--- config.mk ---
export PLATFORM = sky130hd
export DESIGN_NAME = tape_command_packet_decoder
export DESIGN_NICKNAME = d
export VERILOG_FILES = /design/src/core/tape_cmd_pkg.sv /design/src/core/tape_command_packet_decoder.sv
export SDC_FILE = /design/constraint.sdc
export NUM_CORES = 1
export LEC_CHECK = 0
export BUFFER_PORTS_ARGS = -buffer_cell sky130_fd_sc_hd__buf_4
export CAP_MARGIN = 40
export CELL_PAD_IN_SITES_DETAIL_PLACEMENT = 0
export CELL_PAD_IN_SITES_GLOBAL_PLACEMENT = 1
export CORE_UTILIZATION = 45
export CTS_CLUSTER_SIZE = 24
export DETAILED_ROUTE_END_ITERATION = 8
export GPL_TIMING_DRIVEN = 0
export PLACE_DENSITY = 0.84
export SETUP_SLACK_MARGIN = 0.5
export SYNTH_ARGS = -nofsm -noshare
export SYNTH_HDL_FRONTEND = slang
export SYNTH_SLANG_ARGS = --single-unit
--- constraint.sdc ---
create_clock -name core_clk_i -period 4.4 [get_ports core_clk_i]
set_input_delay 0.22 -clock core_clk_i [delete_from_list [all_inputs] [get_ports core_clk_i]]
set_output_delay 0.22 -clock core_clk_i [all_outputs]
set_load 0.03 [all_outputs]
--- src/core/tape_cmd_pkg.sv ---
// Operation
// - Code 01000 selects the five positioning modes
// - Code 01001 selects mark, erase, retry-mark formats
// - Control, initialize and get-status codes and modes
// - Code bits 4:3 give the packet length
// - Swap one stores even byte first
// - Swap zero stores odd byte first
// - Swap control matters only for data transfers
// - Record bytes numbered from start-nearest end
// - Reverse read fills buffer from the top
// - All four packet words always fetched
// - Parity error in any packet word rejects it
// - Get-status refreshes five extended status words
// - Every command end refreshes extended status words
// - Exact length read ends normal, no flags
// - Short record sets short flag and alert
// - Long record sets long flag and alert
// - Tape mark: no data, mark, short, alert
// - Reverse into start sets flag, stops, alerts
// - Reverse read at start rejected, no motion
// - Code 00001 selects the four read modes
// - Header holds mode 11:8 and code 4:0
// - Format field 100 enables completion interrupt
package tape_cmd_pkg;
    localparam int WORD_W  = 16;
    localparam int ADDR_W  = 18;
    localparam int PKT_WORDS = 4;
    localparam int EXT_WORDS = 5;
    // Register byte addresses on the plain software port
    localparam logic [7:0] REG_PKT_PTR  = 8'h00;
    localparam logic [7:0] REG_MSG_BASE = 8'h04;
    localparam logic [7:0] REG_STATUS   = 8'h08;
    localparam logic [7:0] REG_HEADER   = 8'h0c;
    localparam logic [7:0] REG_RESIDUE  = 8'h10;
    // Extended status words sit this many bytes into the message buffer
    localparam logic [ADDR_W-1:0] EXT_OFS = 18'h00006;
    // Header fields
    localparam int HDR_SWAP  = 12;
    localparam int MODE_HI   = 11;
    localparam int MODE_LO   = 8;
    localparam int FMT_HI    = 7;
    localparam int FMT_LO    = 5;
    localparam int CODE_HI   = 4;
    localparam int CODE_LO   = 0;
    localparam logic [2:0] FMT_IRQ_ON  = 3'h4;
    localparam logic [2:0] FMT_IRQ_OFF = 3'h0;
    localparam logic [1:0] LEN_FOUR    = 2'h0;
    // Command codes
    localparam logic [4:0] CMD_READ   = 5'h01;
    localparam logic [4:0] CMD_POS    = 5'h08;
    localparam logic [4:0] CMD_FMT    = 5'h09;
    localparam logic [4:0] CMD_CTRL   = 5'h0a;
    localparam logic [4:0] CMD_INIT   = 5'h0b;
    localparam logic [4:0] CMD_STAT   = 5'h0f;
    // Modes
    localparam logic [3:0] RD_FWD      = 4'h0;
    localparam logic [3:0] RD_REV      = 4'h1;
    localparam logic [3:0] RD_REREAD_P = 4'h2;
    localparam logic [3:0] RD_REREAD_N = 4'h3;
    localparam logic [3:0] POS_LAST    = 4'h4;
    localparam logic [3:0] FMT_LAST    = 4'h2;
    localparam logic [3:0] CTRL_LAST   = 4'h2;
    localparam logic [3:0] MODE_ZERO   = 4'h0;

    typedef enum logic [1:0] {
        TERM_NORMAL = 2'b00,
        TERM_ALERT  = 2'b01,
        TERM_REJECT = 2'b10
    } term_t;

    typedef struct packed {
        logic record_short_flag;
        logic record_long_flag;
        logic tape_mark_seen;
        logic reversed_into_start;
        logic function_reject;
        logic tape_status_alert;
    } flags_t;

    typedef struct packed {
        logic [4:0] code;
        logic [3:0] mode;
    } drive_cmd_t;
endpackage

--- src/core/tape_command_packet_decoder.sv ---
// Design decisions made here: the address map and the address-and-strobe port.
`timescale 1ns/100ps
module tape_command_packet_decoder
    import tape_cmd_pkg::*;
#(
    parameter int AW = ADDR_W
) (
    input  wire logic                  core_clk_i,
    input  wire logic                  srst_i,
    // Software register port
    input  wire logic [7:0]            reg_addr_i,
    input  wire logic [31:0]           reg_wdata_i,
    input  wire logic                  reg_wr_i,
    input  wire logic                  reg_rd_i,
    output logic      [31:0]           reg_rdata_o,
    // Host memory port, one request held until acknowledged
    output logic                       mem_req_o,
    output logic                       mem_we_o,
    output logic      [AW-1:0]         mem_addr_o,
    output logic      [1:0]            mem_be_o,
    output logic      [WORD_W-1:0]     mem_wdata_o,
    input  wire logic                  mem_ack_i,
    input  wire logic [WORD_W-1:0]     mem_rdata_i,
    input  wire logic                  mem_perr_i,
    // Drive side
    output drive_cmd_t                 drive_cmd_o,
    output logic                       drive_start_o,
    output logic                       drive_stop_o,
    input  wire logic                  drive_done_i,
    input  wire logic [7:0]            tape_byte_i,
    input  wire logic                  tape_byte_valid_i,
    output logic                       tape_byte_ready_o,
    input  wire logic                  tape_rec_end_i,
    input  wire logic                  tape_mark_i,
    input  wire logic                  beginning_of_tape_i,
    // Completion
    output logic                       cmd_done_o,
    output logic                       cmd_irq_o,
    output logic                       busy_o
);

    initial begin
        if (AW < 8 || AW > 31) begin
            $error("tape_command_packet_decoder: AW out of range");
        end
    end

    typedef enum logic [2:0] {
        S_IDLE   = 3'b000,
        S_FETCH  = 3'b001,
        S_DECODE = 3'b010,
        S_START  = 3'b011,
        S_XFER   = 3'b100,
        S_WAIT   = 3'b101,
        S_STATUS = 3'b110,
        S_DONE   = 3'b111
    } state_t;

    state_t                    state;
    state_t                    next_state;
    logic [AW-1:0]             pkt_ptr;
    logic [AW-1:0]             msg_base;
    logic [WORD_W-1:0]         pkt [PKT_WORDS];
    logic [2:0]                fidx;
    logic [2:0]                sidx;
    logic                      perr_seen;
    logic [WORD_W-1:0]         xcnt;
    flags_t                    flags;
    term_t                     term;
    logic                      bot_meta;
    logic                      bot_sync;

    //////////////////////////////////////////////////////////////////////////////
    // Header decode
    logic [4:0]        code;
    logic [3:0]        mode;
    logic [2:0]        fmt;
    logic              swap;
    logic [AW-1:0]     buf_addr;
    logic [WORD_W-1:0] byte_count;
    logic              is_read;
    logic              is_rev;
    logic              legal;
    logic              reject_now;

    assign code = pkt[0][CODE_HI:CODE_LO];
    assign mode = pkt[0][MODE_HI:MODE_LO];
    assign fmt  = pkt[0][FMT_HI:FMT_LO];
    assign swap = pkt[0][HDR_SWAP];
    // Address and count words exist only in the four-word layout
    assign buf_addr   = (code[4:3] == LEN_FOUR) ?
                        AW'({pkt[2], pkt[1]}) : '0;
    assign byte_count = (code[4:3] == LEN_FOUR) ? pkt[3] : '0;
    assign is_read = (code == CMD_READ);
    // Reread-next spaces forward and then reads reverse
    assign is_rev  = is_read && (mode == RD_REV || mode == RD_REREAD_N);

    always_comb begin
        case (code)
            CMD_READ: legal = (mode <= RD_REREAD_N);
            CMD_POS:  legal = (mode <= POS_LAST);
            CMD_FMT:  legal = (mode <= FMT_LAST);
            CMD_CTRL: legal = (mode <= CTRL_LAST);
            CMD_INIT: legal = (mode == MODE_ZERO);
            CMD_STAT: legal = (mode == MODE_ZERO);
            default:  legal = 1'b0;
        endcase
    end

    // Only the plain reverse read starts at the tape's start without spacing first
    assign reject_now = perr_seen || !legal ||
                        (is_read && mode == RD_REV && bot_sync);
    //////////////////////////////////////////////////////////////////////////////
    // Start-of-tape pin synchroniser
    always_ff @(posedge core_clk_i) begin
        if (srst_i) begin
            bot_meta <= 1'b0;
            bot_sync <= 1'b0;
        end else begin
            bot_meta <= beginning_of_tape_i;
            bot_sync <= bot_meta;
        end
    end
    //////////////////////////////////////////////////////////////////////////////
    // Data transfer handshakes
    logic byte_take;
    logic end_take;
    logic mark_take;
    logic bot_hit;
    logic room;

    assign tape_byte_ready_o = (state == S_XFER) && !mem_req_o;
    assign byte_take = tape_byte_ready_o && tape_byte_valid_i &&
                       !tape_mark_i && !bot_hit;
    assign end_take  = tape_byte_ready_o && !tape_byte_valid_i && tape_rec_end_i;
    assign mark_take = tape_byte_ready_o && tape_mark_i;
    assign bot_hit   = tape_byte_ready_o && is_rev && bot_sync;
    assign room      = (xcnt < byte_count);

    // Byte k of the record lands at buffer+k going forward, from the top in reverse
    logic [AW-1:0] byte_pos;
    assign byte_pos = is_rev ?
                      AW'(buf_addr + AW'(byte_count) - AW'(1) - AW'(xcnt)) :
                      AW'(buf_addr + AW'(xcnt));
    //////////////////////////////////////////////////////////////////////////////
    // Control state machine
    always_comb begin
        next_state = state;
        case (state)
            S_IDLE:   if (reg_wr_i && reg_addr_i == REG_PKT_PTR) begin
                          next_state = S_FETCH;
                      end
            S_FETCH:  if (fidx == 3'(PKT_WORDS)) begin
                          next_state = S_DECODE;
                      end
            S_DECODE: if (reject_now || code == CMD_STAT) begin
                          next_state = S_STATUS;
                      end else begin
                          next_state = S_START;
                      end
            S_START:  next_state = is_read ? S_XFER : S_WAIT;
            S_XFER:   if (end_take || mark_take || bot_hit) begin
                          next_state = S_STATUS;
                      end
            S_WAIT:   if (drive_done_i) begin
                          next_state = S_STATUS;
                      end
            S_STATUS: if (sidx == 3'(EXT_WORDS)) begin
                          next_state = S_DONE;
                      end
            S_DONE:   next_state = S_IDLE;
            default:  next_state = S_IDLE;
        endcase
    end

    always_ff @(posedge core_clk_i) begin
        if (srst_i) begin
            state <= S_IDLE;
        end else begin
            state <= next_state;
        end
    end
    //////////////////////////////////////////////////////////////////////////////
    // Host memory port: fetch, data bytes, status words
    logic [WORD_W-1:0] ext_word;
    always_comb begin
        case (sidx)
            3'h0:    ext_word = WORD_W'({term, flags});
            3'h1:    ext_word = room ? WORD_W'(byte_count - xcnt) : '0;
            3'h2:    ext_word = pkt[0];
            3'h3:    ext_word = xcnt;
            default: ext_word = '0;
        endcase
    end

    always_ff @(posedge core_clk_i) begin
        if (srst_i) begin
            mem_req_o   <= 1'b0;
            mem_we_o    <= 1'b0;
            mem_addr_o  <= '0;
            mem_be_o    <= 2'h0;
            mem_wdata_o <= '0;
            fidx        <= 3'h0;
            sidx        <= 3'h0;
            perr_seen   <= 1'b0;
            xcnt        <= '0;
            for (int i = 0; i < PKT_WORDS; i++) begin
                pkt[i] <= '0;
            end
        end else begin
            if (mem_req_o && mem_ack_i) begin
                mem_req_o <= 1'b0;
            end
            case (state)
                S_IDLE: begin
                    fidx      <= 3'h0;
                    sidx      <= 3'h0;
                    perr_seen <= 1'b0;
                    xcnt      <= '0;
                end
                S_FETCH: begin
                    // Every word is read even when the command needs only the header
                    if (!mem_req_o && fidx < 3'(PKT_WORDS)) begin
                        mem_req_o  <= 1'b1;
                        mem_we_o   <= 1'b0;
                        mem_be_o   <= 2'h3;
                        mem_addr_o <= AW'(pkt_ptr + AW'({fidx, 1'b0}));
                    end
                    if (mem_req_o && mem_ack_i) begin
                        pkt[fidx[1:0]] <= mem_rdata_i;
                        perr_seen      <= perr_seen | mem_perr_i;
                        fidx           <= fidx + 3'h1;
                    end
                end
                S_XFER: begin
                    if (byte_take && room) begin
                        mem_req_o   <= 1'b1;
                        mem_we_o    <= 1'b1;
                        mem_addr_o  <= {byte_pos[AW-1:1], 1'b0};
                        mem_wdata_o <= {tape_byte_i, tape_byte_i};
                        // Swap puts the even address in the upper lane
                        mem_be_o    <= (byte_pos[0] ^ swap) ? 2'h2 : 2'h1;
                    end
                    if (byte_take) begin
                        xcnt <= xcnt + WORD_W'(1);
                    end
                end
                S_STATUS: begin
                    if (!mem_req_o && sidx < 3'(EXT_WORDS)) begin
                        mem_req_o   <= 1'b1;
                        mem_we_o    <= 1'b1;
                        mem_be_o    <= 2'h3;
                        mem_addr_o  <= AW'(msg_base + EXT_OFS + AW'({sidx, 1'b0}));
                        mem_wdata_o <= ext_word;
                    end
                    if (mem_req_o && mem_ack_i) begin
                        sidx <= sidx + 3'h1;
                    end
                end
                default: begin
                end
            endcase
        end
    end
    //////////////////////////////////////////////////////////////////////////////
    // Termination flags
    always_ff @(posedge core_clk_i) begin
        if (srst_i) begin
            flags <= '0;
            term  <= TERM_NORMAL;
        end else if (state == S_FETCH) begin
            flags <= '0;
            term  <= TERM_NORMAL;
        end else if (state == S_DECODE && reject_now) begin
            flags.function_reject <= 1'b1;
            term                  <= TERM_REJECT;
        end else if (state == S_XFER) begin
            if (byte_take && !room) begin
                flags.record_long_flag  <= 1'b1;
                flags.tape_status_alert <= 1'b1;
                term                    <= TERM_ALERT;
            end
            if (mark_take) begin
                flags.tape_mark_seen    <= 1'b1;
                flags.record_short_flag <= 1'b1;
                flags.tape_status_alert <= 1'b1;
                term                    <= TERM_ALERT;
            end else if (bot_hit) begin
                flags.reversed_into_start <= 1'b1;
                flags.tape_status_alert   <= 1'b1;
                term                      <= TERM_ALERT;
            end else if (end_take && room) begin
                flags.record_short_flag <= 1'b1;
                flags.tape_status_alert <= 1'b1;
                term                    <= TERM_ALERT;
            end
        end
    end
    //////////////////////////////////////////////////////////////////////////////
    // Drive command and completion outputs
    always_ff @(posedge core_clk_i) begin
        if (srst_i) begin
            drive_cmd_o   <= '0;
            drive_start_o <= 1'b0;
            drive_stop_o  <= 1'b0;
            cmd_done_o    <= 1'b0;
            cmd_irq_o     <= 1'b0;
        end else begin
            drive_start_o <= (state == S_START);
            drive_stop_o  <= bot_hit;
            if (state == S_START) begin
                drive_cmd_o <= '{code: code, mode: mode};
            end
            cmd_done_o <= (state == S_STATUS) && (next_state == S_DONE);
            cmd_irq_o  <= (state == S_STATUS) && (next_state == S_DONE) &&
                          (fmt == FMT_IRQ_ON);
        end
    end

    assign busy_o = (state != S_IDLE);

    //////////////////////////////////////////////////////////////////////////////
    // Software registers; the pointer write only starts a command while idle
    always_ff @(posedge core_clk_i) begin
        if (srst_i) begin
            pkt_ptr     <= '0;
            msg_base    <= '0;
            reg_rdata_o <= '0;
        end else begin
            if (reg_wr_i && reg_addr_i == REG_PKT_PTR && state == S_IDLE) begin
                pkt_ptr <= AW'(reg_wdata_i);
            end
            if (reg_wr_i && reg_addr_i == REG_MSG_BASE && state == S_IDLE) begin
                msg_base <= AW'(reg_wdata_i);
            end
            if (reg_rd_i) begin
                case (reg_addr_i)
                    REG_PKT_PTR:  reg_rdata_o <= 32'(pkt_ptr);
                    REG_MSG_BASE: reg_rdata_o <= 32'(msg_base);
                    REG_STATUS:   reg_rdata_o <= 32'({busy_o, term, flags});
                    REG_HEADER:   reg_rdata_o <= 32'(pkt[0]);
                    REG_RESIDUE:  reg_rdata_o <= 32'(xcnt);
                    default:      reg_rdata_o <= '0;
                endcase
            end else begin
                reg_rdata_o <= '0;
            end
        end
    end
    //////////////////////////////////////////////////////////////////////////////
    // Checks
    logic [AW-1:0] last_pos;
    logic          last_valid;
    always_ff @(posedge core_clk_i) begin
        if (srst_i || state != S_XFER) begin
            last_pos   <= '0;
            last_valid <= 1'b0;
        end else if (byte_take && room) begin
            last_pos   <= byte_pos;
            last_valid <= 1'b1;
        end
    end

    chk_fetch_four: assert property (@(posedge core_clk_i) disable iff (srst_i)
        (state == S_DECODE) |-> (fidx == 3'h4))
        else $error("decode began before four packet words");
    chk_reject_still: assert property (@(posedge core_clk_i) disable iff (srst_i)
        (state == S_DECODE && reject_now) |=> (state == S_STATUS) ##1 !drive_start_o)
        else $error("rejected packet moved the drive");
    chk_undef_reject: assert property (@(posedge core_clk_i) disable iff (srst_i)
        (state == S_DECODE && !legal) |=> flags.function_reject && term == TERM_REJECT)
        else $error("undefined command not rejected");
    chk_parity_reject: assert property (@(posedge core_clk_i) disable iff (srst_i)
        (state == S_DECODE && perr_seen) |=> flags.function_reject)
        else $error("parity error in packet not rejected");
    chk_irq_gate: assert property (@(posedge core_clk_i) disable iff (srst_i)
        cmd_irq_o |-> cmd_done_o && fmt == FMT_IRQ_ON)
        else $error("completion interrupt without enable");
    chk_status_first: assert property (@(posedge core_clk_i) disable iff (srst_i)
        $rose(cmd_done_o) |-> (sidx == 3'h5) && (state == S_DONE))
        else $error("command ended before status refresh");
    chk_mark_flags: assert property (@(posedge core_clk_i) disable iff (srst_i)
        mark_take |=> flags.tape_mark_seen && flags.record_short_flag
                      && term == TERM_ALERT && state == S_STATUS)
        else $error("tape mark flags wrong");
    chk_long_flag: assert property (@(posedge core_clk_i) disable iff (srst_i)
        (byte_take && !room) |=> flags.record_long_flag && flags.tape_status_alert
                                 && !mem_req_o)
        else $error("overlong record not flagged or stored");
    chk_exact_end: assert property (@(posedge core_clk_i) disable iff (srst_i)
        (end_take && !room && !flags.record_long_flag) |=>
            term == TERM_NORMAL && !flags.tape_status_alert)
        else $error("exact-length read not normal");
    chk_rev_order: assert property (@(posedge core_clk_i) disable iff (srst_i)
        (byte_take && room && is_rev && last_valid) |-> byte_pos == last_pos - AW'(1))
        else $error("reverse read not filling downward");
    chk_bot_stop: assert property (@(posedge core_clk_i) disable iff (srst_i)
        bot_hit |=> drive_stop_o && flags.reversed_into_start)
        else $error("reverse into start not stopped");
endmodule // tape_command_packet_decoder

==> impl_metrics.tcl <==
set metrics [dict create \
    start_util 0.457 \
    layout-drive-gt1-share 0.163 \
    instances_no_fill 2053 \
    ys.flop_type "dfxtp_1" \
    worst-setup-path-type "reg -> reg" \
    synth_compound_area_frac 0.188 \
    worstPathCellList "buf_6, nor2_4, buf_6, nand2_1, fa_1, inv_1, ha_1, nor2b_4, o31ai_4, a221oi_2, buf_4, o31ai_4, a31oi_4, xnor2_2, a2111oi_2, a211oi_1" \
    reg2reg_to "mem_addr_o[17]" \
    holdPathStages 3 \
    first_pass_iters 6 \
    vdd_drop_max_mv 0.261 \
    synth-seq-cells 191 \
    synth_edf_count 50 \
    fin_total_pwr_mw 4.03 \
    overflow 0 \
    power_density_nw_per_um2 267 \
    synth_area_um2 12600 \
    die_x_um 170 \
    end_kind "flip-flop" \
    io_pins 160 \
    fin_util 0.545 \
    grt_max_degree 23 \
    post-route-period-util 0.882 \
    die_h_um 170 \
    drt_wl_total_mm 46.2 \
    worstPathArrival_ns 4.17 \
    ant_nets 0 \
    rsz0062_at_grt "yes" \
    place_inst 2009 \
    drt_iter0_drc 1448 \
    synth-adder-area-share 0.113 \
    worstMarginPinSlew_ns 0.877 \
    synth.distinct_cells 83 \
    cts_buffers 17 \
    clkLatencyLatePin_ns 0.46 \
    cts_tree "built" \
    muxShareOfSynthArea 0.0243 \
    clk_pin_slew_ns 0.08 \
    die_area_um2 28800 \
    num_vias 11981 \
    synth_cells 1485 \
    critPathMaxStageDelay_ns 0.54 \
    rows 61 \
    layout_commonest_cell "nand2_1" \
    drv_cap 0 \
    h-tree-depth 4 \
    leakage_nw 6.22 \
    cpMaxStageDelayCell "fa_1" \
    r2r_start "pkt[0][3]" \
    grtUsageTotal 0.320 \
    start_kind "flip-flop" \
    hold_slack_ns 0.00844 \
    antenna_cells 0 \
    antenna_found_initial 0 \
    clock_sinks 191 \
    period_minus_slack_ns 3.88 \
    port_buffers 129 \
    fmax_mhz 258 \
    clockRootBuffer "clkbuf_16" \
    finalHoldViolCount 0 \
    slew_headroom 0.408 \
    ys_warn_count 0 \
    final_cell_mix "164 x nand2_1, 155 x buf_4, 151 x nor2_1" \
    dp_hpwl_mm 36.3 \
    final_area_um2 15100 \
    post_dp_cell_area_um2 14200 \
    cp_max_fo 6 \
    worst-r2r-cell-count 16 \
    synth_top_family_by_area "simple AND/OR/NAND/NOR gates" \
    ys_seq_area_frac 0.342 \
    regToRegSetupSlack_ns 0.52 \
    avgSynthCellArea_um2 8.52 \
    nNetsFinal 1839 \
    finalMaxSlewViolations 0 \
    status "completed" \
    min_to "perr_seen" \
    cp.required_ns 4.69 \
    cts_buffer_depth 2 \
    setup_viol 0 \
    min_path_type "in -> reg" \
    hold_path.startpoint "mem_perr_i" \
    area_growth_pct 19.4 \
    grt_pass1_vias 10890 \
    fillers 2637 \
    skew_ns 0.0211 \
    gp_congestion 0.982 \
    grt_pass1_wl_mm 67.6 \
    via_per_inst 5.84 \
    async_flop_share 0 \
    critPathTopFamily "compound AO/OA/AOI/OAI gates" \
    fp.coreArea_um2 27700 \
    synthSimpleGateAreaFrac 0.212 \
    drc 0 \
    synth_xor_area_frac 0.0547 \
    worst-path-buf-inv 4 \
    wl_per_cell_um 22.5 \
]
-- kinds of logic after synthesis --
kind of cell	count (synthesis)
and+or+nand+nor	540
AOI/OAI and AO/OA	345
buffers and inverters	197
DFF	191
adders and majority gates	102
xor gates and xnor gates	79
muxes	30
other	1
-- per-layer routing --
layer  wire (um)  global-route usage  vias up
li1            -                   -     5562
met1       19600               0.439     5723
met2       20700               0.495      603
met3        4170              0.0543       93
met4        1830               0.135        0
met5           0                   0        -
-- tightest hold or removal path: cells and delay by family --
family | cells | cell delay, ns
buf+inv | 1 | 0.08
simple gates | 1 | 0.07
compound gates | 1 | 0.05
-- registers in the layout (all words and copies together) (netlist names) --
name,count
bot_meta,1
bot_sync,1
cmd_done_o,1
cmd_irq_o,1
drive_cmd_o,9
drive_start_o,1
drive_stop_o,1
fidx,3
flags,6
mem_addr_o,18
mem_be_o,2
mem_req_o,1
mem_wdata_o,16
mem_we_o,1
msg_base,18
perr_seen,1
pkt,50
pkt_ptr,18
reg_rdata_o,18
sidx,3
state,3
term,2
xcnt,16
-- area by class of cell --
class / instances / area (um2) / share of cell area
Clock inverter: 14 / 195 / 0.0129
Multi-Input combinational cell: 1110 / 7710 / 0.511
Tap cell: 378 / 473 / 0.0313
Inverter: 113 / 424 / 0.0281
Buffer: 84 / 435 / 0.0288
Sequential cell: 191 / 4320 / 0.286
Timing Repair Buffer: 145 / 1090 / 0.0724
Clock buffer: 18 / 450 / 0.0298
-- Yosys cell counts, drive strengths merged (4+ instances only) --
library cell | instances | share of area
a211oi | 30 | 0.019
a21o | 15 | 0.0089
a21oi | 98 | 0.039
a221oi | 16 | 0.011
a222oi | 21 | 0.017
a22o | 10 | 0.0069
a22oi | 17 | 0.010
a311oi | 13 | 0.0090
a31oi | 11 | 0.0054
and2 | 54 | 0.027
and3 | 8 | 0.0040
buf | 35 | 0.017
clkbuf | 49 | 0.015
dfxtp | 141 | 0.22
edfxtp | 50 | 0.12
fa | 21 | 0.033
ha | 81 | 0.080
inv | 113 | 0.034
mux2 | 6 | 0.0053
mux2i | 24 | 0.019
nand2 | 165 | 0.049
nand2b | 16 | 0.0079
nand3 | 31 | 0.014
nand4 | 12 | 0.0059
nor2 | 154 | 0.046
nor2b | 20 | 0.0099
nor3 | 31 | 0.016
nor3b | 6 | 0.0044
nor4 | 11 | 0.0083
nor4b | 4 | 0.0040
o211a | 4 | 0.0032
o21a | 5 | 0.0030
o21ai | 49 | 0.020
o21bai | 7 | 0.0042
o22ai | 13 | 0.0064
o31ai | 7 | 0.0042
or2 | 4 | 0.0020
or3 | 11 | 0.0054
xnor2 | 49 | 0.034
xor2 | 30 | 0.021
-- metrics by stage --
step	TNS (ns)	setup slack, ns
detailed placement	-15.20	-0.748
CTS	0	0.388
finish	0	0.520
global placement	-13.04	-0.684
global route	0	0.380
floorplan	0	0.563
-- worst max path at each step --
| stage | start | endpoint | slack, ns | depth (start not counted) |
|---|---|---|---|---|
| CTS | pkt[0][3] | mem_addr_o[17] | 0.39 | 18 |
| detailed placement | pkt[0][4] | mem_addr_o[17] | -0.75 | 16 |
| global placement | pkt[0][4] | mem_addr_o[17] | -0.68 | 16 |
| floorplan | pkt[0][3] | mem_addr_o[17] | 0.56 | 17 |
| global route | pkt[0][3] | mem_addr_o[17] | 0.38 | 18 |
| finish | pkt[0][3] | mem_addr_o[17] | 0.52 | 16 |
-- timing repair --
action,4_1_cts,5_1_grt
gates cloned,0,1
gates resized for setup,25,32
pin swaps,3,10
setup buffers,4,6
setup endpoints to repair,43,37
hold buffers,1,0
hold endpoints to repair,1,0
-- power by group --
part	switching (mW)	leakage [nW]	internal (mW)
clock	0.880	0.310	0.822
combinational	0.303	4.26	0.194
sequential	0.0212	1.65	1.81
No activity file was read; power rests on OpenSTA's default activity.
